## config.mk

```make
export PLATFORM = sky130hd
export DESIGN_NAME = clock_timewheel_and_dividers
export DESIGN_NICKNAME = d
export VERILOG_FILES = /design/src/clock_tree_pkg.sv /design/src/edge_sync.sv /design/src/clk_divider16.sv /design/src/clock_timewheel_and_dividers.sv
export VERILOG_INCLUDE_DIRS = /design/src
export SDC_FILE = /design/constraint.sdc
export NUM_CORES = 1
export LEC_CHECK = 0
export BUFFER_PORTS_ARGS = -buffer_cell sky130_fd_sc_hd__clkbuf_2
export CORE_AREA = 2 2 201 164
export CTS_CLUSTER_DIAMETER = 30
export CTS_CLUSTER_SIZE = 14
export DETAILED_ROUTE_END_ITERATION = 8
export DIE_AREA = 0 0 203 166
export PLACE_DENSITY = 0.74
export SETUP_SLACK_MARGIN = 0.4
export SYNTH_ARGS = -nofsm -noshare
export SYNTH_HDL_FRONTEND = slang
export SYNTH_SLANG_ARGS = --single-unit
```

## constraint.sdc

```tcl
create_clock -name sys_clk -period 2 [get_ports sys_clk]
set_clock_uncertainty 0.05 [all_clocks]
set_input_delay 0.4 -clock sys_clk [delete_from_list [all_inputs] [get_ports sys_clk]]
set_output_delay 0.4 -clock sys_clk [all_outputs]
set_load 0.02 [all_outputs]
```

## src/clock_tree_consts.svh

```systemverilog
`ifndef CLOCK_TREE_CONSTS_SVH
`define CLOCK_TREE_CONSTS_SVH

`define NUM_SOURCES 7
`define NUM_DIG_DIV 8
`define NUM_SYNC 15
`define DIV_W 16
`define FAST_WHEEL_W 5
`define CENTRAL_W 16
`define SEC_CNT_W 15
`define THIRD_CNT_W 2

// Watch crystal edges per second, minus one
`define SEC_CNT_LAST 15'h7fff
// Divide-by-3 counts 0, 1, 2
`define THIRD_CNT_LAST 2'h2
`define COUNT_RESET 16'h0000

`endif

```

## src/clock_tree_pkg.sv

```systemverilog
`include "clock_tree_consts.svh"

package clock_tree_pkg;

    typedef enum logic [2:0] {
        SRC_MAIN_OSC = 3'b000,
        SRC_PLL = 3'b001,
        SRC_FAST_XTAL = 3'b010,
        SRC_WATCH_XTAL = 3'b011,
        SRC_LOW_POWER = 3'b100,
        SRC_ICONN = 3'b101,
        SRC_USB = 3'b110
    } source_sel_type;

    typedef struct packed {
        logic s1;
        logic s2;
        logic s3;
        logic pulse;
    } sync_state_type;

    typedef struct packed {
        logic [`DIV_W-1:0] count;
        logic tick;
        logic level;
    } div_state_type;

    typedef struct packed {
        logic master_tick;
        logic [`THIRD_CNT_W-1:0] third_cnt;
        logic third_tick;
        logic [`FAST_WHEEL_W-1:0] fast_cnt;
        logic fast_irq;
        logic [`CENTRAL_W-1:0] central_cnt;
        logic central_irq;
        logic wake;
        logic [`SEC_CNT_W-1:0] sec_cnt;
        logic second_irq;
        logic sleep_tick;
        logic watch_mode;
    } top_state_type;

endpackage

```

## src/edge_sync.sv

```systemverilog
`timescale 1ns/1ps
`default_nettype none

module edge_sync
    import clock_tree_pkg::*;
(
    input wire logic sys_clk,
    input wire logic rstn,
    input wire logic async_in,
    output logic pulse
);

    sync_state_type sync_ff;
    sync_state_type nxt_sync;

    // First stage feeds only the second stage
    always_comb begin
        nxt_sync = sync_ff;
        nxt_sync.s1 = async_in;
        nxt_sync.s2 = sync_ff.s1;
        nxt_sync.s3 = sync_ff.s2;
        nxt_sync.pulse = sync_ff.s2 & ~sync_ff.s3;
    end

    always_ff @(posedge sys_clk) begin
        if (!rstn) begin
            sync_ff <= '0;
        end else begin
            sync_ff <= nxt_sync;
        end
    end

    assign pulse = sync_ff.pulse;
endmodule // edge_sync

`default_nettype wire

```

## src/clk_divider16.sv

```systemverilog
`timescale 1ns/1ps
`default_nettype none
`include "clock_tree_consts.svh"

module clk_divider16
    import clock_tree_pkg::*;
(
    input wire logic sys_clk,
    input wire logic rstn,
    input wire logic en,
    input wire logic [`DIV_W-1:0] divisor,
    output logic tick,
    output logic level
);

    div_state_type div_ff;
    div_state_type nxt_div;

    always_comb begin
        nxt_div = div_ff;
        nxt_div.tick = 1'b0;
        if (en) begin
            if (div_ff.count == `COUNT_RESET) begin
                nxt_div.count = divisor;
                nxt_div.tick = 1'b1;
                // Toggle per terminal count gives an even duty cycle
                nxt_div.level = ~div_ff.level;
            end else begin
                nxt_div.count = div_ff.count - 16'h0001;
            end
        end
    end

    always_ff @(posedge sys_clk) begin
        if (!rstn) begin
            div_ff <= '0;
        end else begin
            div_ff <= nxt_div;
        end
    end

    assign tick = div_ff.tick;
    assign level = div_ff.level;
endmodule // clk_divider16

`default_nettype wire

```

## src/clock_timewheel_and_dividers.sv

```systemverilog
`timescale 1ns/1ps
`default_nettype none
`include "clock_tree_consts.svh"

module clock_timewheel_and_dividers
    import clock_tree_pkg::*;
(
    input wire logic sys_clk,
    input wire logic rstn,
    input wire logic [`NUM_SOURCES-1:0] clock_sources,
    input wire logic [`NUM_DIG_DIV-1:0] routed_clocks,
    input wire source_sel_type master_sel,
    input wire logic [1:0] ext_osc_div_en,
    input wire logic [`DIV_W-1:0] ext_osc_divisor,
    input wire logic [`DIV_W-1:0] bus_divisor,
    input wire logic [`DIV_W-1:0] cpu_divisor,
    input wire logic [`NUM_DIG_DIV-1:0][`DIV_W-1:0] dig_divisors,
    input wire logic [`NUM_DIG_DIV-1:0] dig_use_routed,
    input wire logic [`FAST_WHEEL_W-1:0] fast_wheel_tc,
    input wire logic fast_wheel_irq_en,
    input wire logic [`CENTRAL_W-1:0] central_period,
    input wire logic central_irq_en,
    input wire logic central_reset,
    input wire logic wake_en,
    input wire logic sleep_active,
    input wire logic watch_low_power_mode,
    output logic master_tick,
    output logic bus_tick,
    output logic cpu_tick,
    output logic [`NUM_DIG_DIV-1:0] dig_tick,
    output logic [`NUM_DIG_DIV-1:0] dig_clk,
    output logic [1:0] ext_osc_div_clk,
    output logic third_rate_tick,
    output logic [`FAST_WHEEL_W-1:0] fast_wheel_count,
    output logic fast_wheel_irq,
    output logic central_irq,
    output logic wake_event,
    output logic second_irq,
    output logic sleep_timer_tick,
    output logic watch_power_mode
);

    top_state_type st_ff;
    top_state_type nxt_st;
    logic [`NUM_SYNC-1:0] edge_pulse;
    logic [`NUM_SOURCES-1:0] src_pulse;
    logic [`NUM_DIG_DIV-1:0] routed_pulse;
    logic [1:0] ext_div_tick;
    logic [`NUM_DIG_DIV-1:0] dig_en;
    logic lp_pulse;
    logic watch_pulse;
    logic fast_pulse;
    logic sel_pulse;
    logic [`NUM_SYNC-1:0] sync_in;

    // One vector keeps every synchroniser index in range
    assign sync_in = {routed_clocks, clock_sources};

    // routed clocks share the same front end
    genvar gi;
    generate
        for (gi = 0; gi < `NUM_SYNC; gi = gi + 1) begin : g_sync
            edge_sync u_sync (
                .sys_clk(sys_clk),
                .rstn(rstn),
                .async_in(sync_in[gi]),
                .pulse(edge_pulse[gi])
            );
        end
    endgenerate

    assign src_pulse = edge_pulse[`NUM_SOURCES-1:0];
    assign routed_pulse = edge_pulse[`NUM_SYNC-1:`NUM_SOURCES];
    assign lp_pulse = src_pulse[SRC_LOW_POWER];
    assign watch_pulse = src_pulse[SRC_WATCH_XTAL];
    assign fast_pulse = src_pulse[SRC_FAST_XTAL];

    clk_divider16 u_fast_div (
        .sys_clk(sys_clk),
        .rstn(rstn),
        .en(fast_pulse),
        .divisor(ext_osc_divisor),
        .tick(ext_div_tick[0]),
        .level(ext_osc_div_clk[0])
    );

    clk_divider16 u_watch_div (
        .sys_clk(sys_clk),
        .rstn(rstn),
        .en(watch_pulse),
        .divisor(ext_osc_divisor),
        .tick(ext_div_tick[1]),
        .level(ext_osc_div_clk[1])
    );

    always_comb begin
        sel_pulse = src_pulse[master_sel];
        if (master_sel == SRC_FAST_XTAL && ext_osc_div_en[0]) begin
            sel_pulse = ext_div_tick[0];
        end
        if (master_sel == SRC_WATCH_XTAL && ext_osc_div_en[1]) begin
            sel_pulse = ext_div_tick[1];
        end
    end

    clk_divider16 u_bus_div (
        .sys_clk(sys_clk),
        .rstn(rstn),
        .en(st_ff.master_tick),
        .divisor(bus_divisor),
        .tick(bus_tick),
        .level()
    );

    // CPU divider fed by bus clock
    clk_divider16 u_cpu_div (
        .sys_clk(sys_clk),
        .rstn(rstn),
        .en(bus_tick),
        .divisor(cpu_divisor),
        .tick(cpu_tick),
        .level()
    );

    generate
        for (gi = 0; gi < `NUM_DIG_DIV; gi = gi + 1) begin : g_dig
            assign dig_en[gi] = dig_use_routed[gi] ? routed_pulse[gi]
                                                   : st_ff.master_tick;
            clk_divider16 u_dig_div (
                .sys_clk(sys_clk),
                .rstn(rstn),
                .en(dig_en[gi]),
                .divisor(dig_divisors[gi]),
                .tick(dig_tick[gi]),
                .level(dig_clk[gi])
            );

        end
    endgenerate

    always_comb begin
        nxt_st = st_ff;
        nxt_st.master_tick = sel_pulse;
        nxt_st.third_tick = 1'b0;
        nxt_st.fast_irq = 1'b0;
        nxt_st.central_irq = 1'b0;
        nxt_st.wake = 1'b0;
        nxt_st.second_irq = 1'b0;
        nxt_st.watch_mode = watch_low_power_mode;
        // sleep timer sees every watch edge
        nxt_st.sleep_tick = watch_pulse;

        if (lp_pulse) begin
            if (st_ff.third_cnt == `THIRD_CNT_LAST) begin
                nxt_st.third_cnt = '0;
                nxt_st.third_tick = 1'b1;
            end else begin
                nxt_st.third_cnt = st_ff.third_cnt + 2'h1;
            end
            if (st_ff.fast_cnt == fast_wheel_tc) begin
                nxt_st.fast_cnt = '0;
                nxt_st.fast_irq = fast_wheel_irq_en;
            end else begin
                nxt_st.fast_cnt = st_ff.fast_cnt + 5'h01;
            end
            if (st_ff.central_cnt == central_period) begin
                nxt_st.central_cnt = '0;
                nxt_st.central_irq = central_irq_en;
                nxt_st.wake = wake_en & sleep_active;
            end else begin
                nxt_st.central_cnt = st_ff.central_cnt + 16'h0001;
            end
        end

        if (central_reset) begin
            nxt_st.central_cnt = '0;
        end

        if (watch_pulse) begin
            if (st_ff.sec_cnt == `SEC_CNT_LAST) begin
                nxt_st.sec_cnt = '0;
                nxt_st.second_irq = 1'b1;
            end else begin
                nxt_st.sec_cnt = st_ff.sec_cnt + 15'h0001;
            end
        end
    end

    always_ff @(posedge sys_clk) begin
        if (!rstn) begin
            st_ff <= '0;
        end else begin
            st_ff <= nxt_st;
        end
    end

    assign master_tick = st_ff.master_tick;
    assign third_rate_tick = st_ff.third_tick;
    assign fast_wheel_count = st_ff.fast_cnt;
    assign fast_wheel_irq = st_ff.fast_irq;
    assign central_irq = st_ff.central_irq;
    assign wake_event = st_ff.wake;
    assign second_irq = st_ff.second_irq;
    assign sleep_timer_tick = st_ff.sleep_tick;
    assign watch_power_mode = st_ff.watch_mode;
endmodule // clock_timewheel_and_dividers

`default_nettype wire

```

======== Word level (Yosys, flattened, before mapping) ========
Index checks and enable logic that the tools add are counted.
operators by class
  bitwise operators ....................... 44
  reduce and logical (&&, ||, !) cells .... 42
  magnitude comparators ................... 1
  add/subtract/negate cells ............... 16
  equal/unequal tests ..................... 6
  mux-type cells .......................... 42
operators with widths
  operator                                                     number
  2-to-1 mux 16 bit                                            13
  zero test 16 bit                                             12
  subtractor 16 x 1 -> 16 bit (second input constant)          12
  AND reduction 2 bit                                          25
  NOT 1 bit                                                    28
  2-to-1 mux 2 bit                                             13
  adder 16 x 1 -> 16 bit (second input constant)               1
  bitwise AND 1 bit                                            16
  equality test 16 bit                                         1
  adder 15 x 1 -> 15 bit (second input constant)               1
  equality test 15 bit (second input constant)                 1
  2-to-1 mux 15 bit                                            1
  2-to-1 mux 1 bit                                             13
  equality test 3 x 2 -> 1 bit (second input constant)         2
  AND reduction 3 bit                                          2
  adder 5 x 1 -> 5 bit (second input constant)                 1
  equality test 5 bit                                          1
  2-to-1 mux 5 bit                                             1
  less-than comparator 3 x 4 -> 1 bit (second input constant)  1
  binary-select mux 1 bit (select 3 bit)                       1
  adder 2 x 1 -> 2 bit (second input constant)                 1
  equality test 2 bit (second input constant)                  1
  logical AND 1 bit                                            2
  OR reduction 2 bit                                           1
word-level totals
  logic and storage cells ................. 259
  bits in registers ....................... 322

======== Logic depth before layout (Yosys ltp) ========
Gate-level depths: netlist (run 1).
  word-level depth ........................ 4
  mapped depth ............................ 9
  depth with buffers taken out ............ 7

======== Hierarchy ========
A second synthesis (run 1) with hierarchy kept.
second synthesis, totals
  cell total of the unflattened synthesis .. 1938
  area, all modules ....................... 17905.9 µm²
by module, submodules not included
  module                                  instances  cells each  area each (µm²)  sequential area each (µm²)
  clk_divider16 (g_dig[0].u_dig_div ...)  11         129         1156.1           360.3
  clock_timewheel_and_dividers            1          267         2377.3           920.9
  edge_sync                               15         8           111.4            80.1
  clk_divider16 (u_watch_div)             1          132         1141.1           360.3

======== Worst setup path after synthesis (run 1) ========
No wires, ideal clock.
  path type ............................... register to register
  from .................................... register u_cpu_div.div_ff[2] (netlist name)
  to ...................................... register u_cpu_div.div_ff[6] (netlist name)
  period minus slack after synthesis ...... 2.155 ns
  slack ................................... -0.155 ns
  buffers on the path ..................... 1
  data arrival time ....................... 1.982 ns
  library setup time ...................... 0.122 ns
  stages on the path, launching flop included .. 9
  cell sequence ........................... dfxtp_1 -> inv_1 -> ha_1 -> or4b_1 -> nor4_4 -> and2_1 -> buf_2 -> nor3_1 -> a311o_1
on the way
  cells in the longest elaborated chain, start to end .. 2
  elaborated cells on any way between the ends .. 3
  those cells by class .................... add/sub (1); mux (1); reduce/logical (1)
ends and longest elaborated chain
  item                                                                    RTL line             source
  start: declaration                                                      clk_divider16.sv:16  div_state_type div_ff;
  start signal: assignment                                                clk_divider16.sv:38  div_ff <= nxt_div;
  subtractor 16 x 1 -> 16 bit / zero test 16 bit (equally long branches)  -
  2-to-1 mux 16 bit *                                                     clk_divider16.sv:23  if (div_ff.count == `COUNT_RESET) begin
Every way passes the cells marked *; elsewhere a longest branch is shown, timed or not.
A chain may end at the register's enable or synchronous reset.

======== Worst setup path in the final report (run 1) ========
  from .................................... register g_dig[4].u_dig_div.div_ff[5] (netlist name)
  to ...................................... register g_dig[4].u_dig_div.div_ff[15] (netlist name)
on the way
  cells in the longest elaborated chain, start to end .. 2
  elaborated cells on any way between the ends .. 3
  those cells by class .................... add/sub (1); mux (1); reduce/logical (1)
ends and longest elaborated chain
  item                                                                    RTL line
  start: declaration                                                      clk_divider16.sv:16
  start signal: assignment                                                clk_divider16.sv:38
  subtractor 16 x 1 -> 16 bit / zero test 16 bit (equally long branches)  -
  2-to-1 mux 16 bit *                                                     clk_divider16.sv:23
Marked as above.

==> out/qor.yml, run 1 <==
dr.pass1.iters: 8
status: "finished with violations"
r2r_cells: 5
cts_buffers: 72
synth_cell_types: 80
clock-root-buffer: "clkbuf_16"
num-nets-final: 2829
syn_area_sq_mm: 0.0162
min-delay-start: "cpu_divisor[12]"
leakagePower_nw: 11.0
clkLatencyLatePin_ns: 0.59
drc: 0
portBuffers: 265
grt_max_degree: 93
slowest_delay_ns: 0.64
final-max-slew-violation-count: 0
synth_top_area_share_pct: 39.5
dp_cells: 2694
synth_commonest_cells: "dfxtp_1, nor2_1, o21ai_0, nand2_1, a21oi_1"
cts_tree: "yes"
grtUsageTotal_pct: 34.3
hold_depth: 2
startpoint: "g_dig[4].u_dig_div.div_ff[5]"
fin_tns_setup_ns: -2.74
synth_edf_count: 0
fin_ws_ns: -0.648
start_util_pct: 51.0
critPathLaunchType: "flop"
worstMarginPinSlew_ns: 0.710
detailed_place_hpwl_mm: 35.7
crit_path_end_kind: "flop"
criticalPathCategory: "flop to flop"
dpl_worst_slack_ns: -0.158
path_cells: "or4_4 > or4_4 > nor4_4 > o21ai_2 > a221oi_2"
drt_iter0_markers: 2174
synth_area_leader_cell: "dfxtp_1"
rsz0062_at_grt: "yes"
core_sq_mm: 0.0318
hold_viol: 0
fp.dieH_um: 166
grt_overflow: 0
clock_path_buffers: 3
synth_ff_type: "dfxtp_1"
postLayoutCoreUtil_pct: 84.9
synth_nets: 2243
syn_area_per_cell_sq_um: 8.19
antenna_found_initial: 7
yosys.cell_count.top_type: "dfxtp_1"
rr_endpoint: "g_dig[4].u_dig_div.div_ff[15]"
crit_top_cell: "or4_4"
clock_sinks: 320
via_per_inst: 6.54
reg2reg_slack_ns: -0.65
routedWlPerCell_um: 23.2
cp_slowest_cell: "a221oi_2"
ir_drop_uv: 1480
min_path_type: "input port to flop"
nFillCells: 1563
crit_family: "simple AND/OR/NAND/NOR gates"
ys_seq_area_share_pct: 39.5
drive_above_1_share_pct: 50.6
cts.clk_slew.worst_paths_ns: 0.05
ant_nets: 0
synth_cells: 1983
routed-via-count: 20000
period_share_pct: 132
worstPathRequired_ns: 2.35
stdcell_area_sq_mm: 0.0270
timing.hold.ws_ns: 0.0102
crit_arrival_ns: 3.00
rr_startpoint: "g_dig[4].u_dig_div.div_ff[5]"
drt_wl_total_mm: 71.2
synth-seq-cells: 320
setup_violations: 32
instances_no_fill: 3062
cp_num_buf_inv: 0
grt_pass1_vias: 18500
fin_crit_ns: 2.65
fmax_mhz: 378
gp_congestion: 0.956
place_area_sq_mm: 0.0195
placementRows: 59
cp_max_fo: 4
die_w_um: 203
p_total_mw: 39.8
h-tree-depth: 3
holdPathEnd: "u_cpu_div.div_ff[14]"
ys_async_sr_fraction_pct: 0
violations: "negative setup slack"
io_pins: 266
relSlewSlack_pct: 52.6
die_area_sq_mm: 0.0337
power_density_mw_per_mm2: 1470
grt_pass1_wl_mm: 94.9
synth_area_leaders: "dfxtp_1, o21ai_0, a21oi_1"
yosysWarnings: 0
max-cap-violations: 0
syn_to_final_growth_pct: 66.4
[metal layers]
metal / global-route usage [%] / up-vias / wire length (um)
met3: 8.63 / 415 / 7590
met5: 0 / - / 12
li1: - / 8627 / -
met1: 43.0 / 9521 / 26200
met2: 56.2 / 1453 / 33300
met4: 14.4 / 2 / 4090
[repair_timing]
| item | 4_1_cts | 5_1_grt |
|---|---|---|
| endpoints found under the setup margin | 244 | 254 |
| resized for setup | 431 | 347 |
| endpoints found under the hold margin | 20 | 0 |
| pin swaps | 188 | 184 |
| hold buffers | 20 | 0 |
| gates cloned | 19 | 0 |
| buffers inserted | 120 | 69 |
[placed cells by master, fill, tap and decap left out, drive strengths merged, types with 40 or more instances in the layout]
cell type	synthesis	routed
nor4	67	67
nand3	89	89
o21ai	159	159
nand2	146	147
clkbuf	66	347
xor2	40	40
buf	52	344
nor2	157	157
nand4	43	43
inv	51	67
a21oi	140	140
and2	57	57
dfxtp	320	320
nor3	94	94
[power breakdown]
part | leakage, nW | internal [mW] | switching (mW) | total (mW)
combinational | 7.08 | 9.49 | 10.0 | 19.5
clock | 1.25 | 8.27 | 4.23 | 12.5
sequential | 2.65 | 6.98 | 0.860 | 7.84
total | 11.0 | 24.7 | 15.1 | 39.8
[flip-flops by register name (all words and copies together) (netlist names), 16 cells and up]
| register | count |
|---|---|
| u_bus_div.div_ff | 16 |
| st_ff | 33 |
| g_dig.u_dig_div.div_ff | 128 |
| u_watch_div.div_ff | 16 |
| u_fast_div.div_ff | 16 |
| g_sync.u_sync.nxt_sync | 30 |
| u_cpu_div.div_ff | 16 |
[worst max-delay path by stage]
stage | to | cells after the start
3_5_place_dp | u_cpu_div.div_ff[5] | 8
5_1_grt | g_dig[4].u_dig_div.div_ff[15] | 5
3_3_place_gp | u_cpu_div.div_ff[5] | 8
2_1_floorplan | u_cpu_div.div_ff[10] | 8
6_report | g_dig[4].u_dig_div.div_ff[15] | 5
4_1_cts | u_cpu_div.div_ff[11] | 8
[kinds of logic after synthesis]
family | synth area share [%]
XOR/XNOR | 3.24
buffers and inverters | 4.65
adder cells (fa/ha/maj) | 2.08
multiplexers | 1.56
AO/OA/AOI/OAI | 20.6
AND/OR/NAND/NOR | 28.4
flip-flops | 39.5
[area by class of cell]
type	instances	area, sq um	share of cell area (%)
multi-input combinational	1496	12200	45.0
sequential	320	6590	24.4
timing repair buffer	628	4910	18.2
clock buffer	84	1980	7.34
antenna	8	20.0	0.0741
tap	427	534	1.98
clock inverter	48	587	2.17
inverter	51	225	0.834
[worst reg2reg max path, stage by stage, from the launching register on]
cell,delay [ns]
dfxtp_2,0.35
or4_4,0.53
or4_4,0.50
nor4_4,0.25
o21ai_2,0.15
a221oi_2,0.64
Note: power is estimated with default switching activity, not from simulation.
==> inputs of run 2 (changes only) <==
- CORE_AREA: 2 2 201 164 -> 2 2 211 171
- CTS_CLUSTER_SIZE: 14 -> 28
- DIE_AREA: 0 0 203 166 -> 0 0 213 173
- PLACE_DENSITY: 0.74 -> 0.73
- SYNTH_HIERARCHICAL: not set -> 1
==> run 2 against run 1 <==
  * The run now ends clean
  * Setup slack improved by 0.78 ns
  * Die area is 9.4% higher
  * Sequential share of layout area shrank 0.25 points
  * Core utilization is 5.5 points lower
  * Sequential power down 4.5%
  * Fmax increased by 42%
  * Total power decreased by 22%
  * Synthesized cell count shrank 2.7%
  * Combinational power is 42% lower
  * Critical path type unchanged
  * Highest routed layer is now met4
==> out/qor.yml, run 2 <==
place_area_sq_mm: 0.0208  # +6.5%
grt_overflow: 0  # unchanged
nFillCells: 2023  # +29%
cp_max_fo: 8  # +4
fin_tns_setup_ns: 0  # +2.74 ns
max-cap-violations: 0  # unchanged
slowest_delay_ns: 0.40  # -0.24 ns
clock_path_buffers: 3  # unchanged
synth_nets: 2190  # -2.4%
fp.dieH_um: 173  # +4.2%
core_sq_mm: 0.0346  # +8.7%
relSlewSlack_pct: 67.2  # +15 points
die_area_sq_mm: 0.0368  # +9.4%
critPathLaunchType: "flop"
routedWlPerCell_um: 20.9  # -10%
routed-via-count: 19200  # -3.9%
hold_viol: 0  # unchanged
drt_wl_total_mm: 63.5  # -11%
syn_to_final_growth_pct: 54.0
largest_register_ff_count: 128  # unchanged
min_path_type: "input port to flop"
final-max-slew-violation-count: 0  # unchanged
cp_slowest_cell: "or3_1"
postLayoutCoreUtil_pct: 79.4  # -5.5 points
drive_above_1_share_pct: 51.2  # +0.60 points
cts_tree: "yes"
clock-root-buffer: "clkbuf_16"
cts_buffers: 72  # unchanged
clock_sinks: 320  # unchanged
gp_congestion: 0.960  # +0.44%
synth_cells: 1930  # -2.7%
grt_pass1_wl_mm: 93.4  # -1.5%
path_cells: "inv_6 > ha_4 > nor4b_4 > buf_4 > nand4_4 > or3_1 > a21boi_1"
ant_nets: 0  # unchanged
cts.clk_slew.worst_paths_ns: 0.05  # about the same
placementRows: 61  # +3.4%
stdcell_area_sq_mm: 0.0274  # +1.6%
top_register: "g_dig.u_dig_div/div_ff"
dp_cells: 2708  # +0.52%
instances_no_fill: 3034  # -0.91%
start_util_pct: 51.6  # +0.53 points
criticalPathCategory: "flop to flop"
grt_max_degree: 47  # -49%
detailed_place_hpwl_mm: 37.4  # +4.9%
clkLatencyLatePin_ns: 0.58  # about the same
leakagePower_nw: 11.6  # +5.5%
syn_area_per_cell_sq_um: 9.24  # +13%
layout_common_cells: "clkbuf_2, buf_4, dfxtp_1"
h-tree-depth: 3  # unchanged
power_density_mw_per_mm2: 1140  # -23%
io_pins: 266  # unchanged
crit_path_end_kind: "flop"
syn_area_sq_mm: 0.0178  # +9.8%
fin_crit_ns: 1.86  # -0.784 ns
status: "finished clean"
crit_arrival_ns: 2.31  # -0.69 ns
layout_commonest_cell: "clkbuf_2"
rsz0062_at_grt: "yes"
antenna_found_initial: 1  # -6
grtUsageTotal_pct: 30.7  # -3.6 points
num-nets-final: 2763  # -2.3%
via_per_inst: 6.34  # -3.0%
die_w_um: 213  # +4.9%
ir_drop_uv: 875  # -41%
fmax_mhz: 537  # +42%
yosysWarnings: 6  # +6
dr.pass1.iters: 6  # -2
portBuffers: 265  # unchanged
drc: 0  # unchanged
setup_violations: 0  # -100%
worstMarginPinSlew_ns: 0.490  # -0.220 ns
period_share_pct: 93.2  # -39 points
worstPathRequired_ns: 2.44  # +0.09 ns
drt_iter0_markers: 1954  # -10%
grt_pass1_vias: 18200  # -1.6%
[run 2: layout make-up]
type | instances | area, sq um | share of cell area [%]
multi-input cells | 1468 | 13200 | 48.0
clock inverters | 40 | 534 | 1.95
flip-flops and latches | 320 | 6630 | 24.1
repair buffers | 577 | 4150 | 15.1
well taps | 472 | 591 | 2.15
diodes | 1 | 2.50 | 0.00912
inverters | 64 | 330 | 1.20
clock buffers | 92 | 2040 | 7.44
[run 2: worst paths after layout]
kind | to | slack, ns | cells after the start | start
max | g_dig[2].u_dig_div/level | 0.14 | 7 | g_dig[2].u_dig_div/div_ff[2]
min | g_sync[6].u_sync/nxt_sync[2] | 0.02 | 2 | clock_sources[6]
min reg2reg | g_sync[3].u_sync/nxt_sync[1] | 0.39 | 1 | g_sync[3].u_sync/nxt_sync[2]
max reg2reg | g_dig[2].u_dig_div/level | 0.14 | 7 | g_dig[2].u_dig_div/div_ff[2]
[run 2: worst max-delay path: cells and delay by family (launching register included)]
| family | cells | cell delay, ns |
|---|---|---|
| simple gates | 3 | 0.84 |
| buf+inv | 2 | 0.25 |
| fa+ha+maj | 1 | 0.12 |
| flops | 1 | 0.35 |
| compound gates | 1 | 0.16 |
[run 2: layer usage]
layer	vias to the layer above	part of all wire [%]	GRT usage [%]	routed length [um]
met3	261	9.1	5.94	5770
met4	0	4.1	10.8	2620
met1	9204	41	41.3	25800
met2	1175	46	49.0	29300
li1	8596	-	-	-
met5	-	0	0	0
[run 2: repair_timing]
action | CTS | global route
cloned | 5 | 1
setup buffers | 128 | 46
setup endpoints to repair | 242 | 238
pin swaps | 95 | 150
resized for setup | 323 | 311
hold buffers | 13 | 0
hold endpoints to repair | 13 | 0
[run 2: power breakdown]
group          internal, mW  switching, mW
logic                  5.65           5.65
registers              6.78          0.713
clock network          8.54           3.92
[run 2: through the flow]
stage | setup slack (ns) | hold slack, ns | power [mW]
floorplan | 0.317 | 0.370 | 13.2
global placement | 0.156 | 0.372 | 14.8
detailed placement | 0.119 | 0.374 | 15.0
CTS | 0.222 | 0.00201 | 29.3
global route | 0.0407 | 0.00706 | 32.4
finish | 0.137 | 0.0244 | 31.3
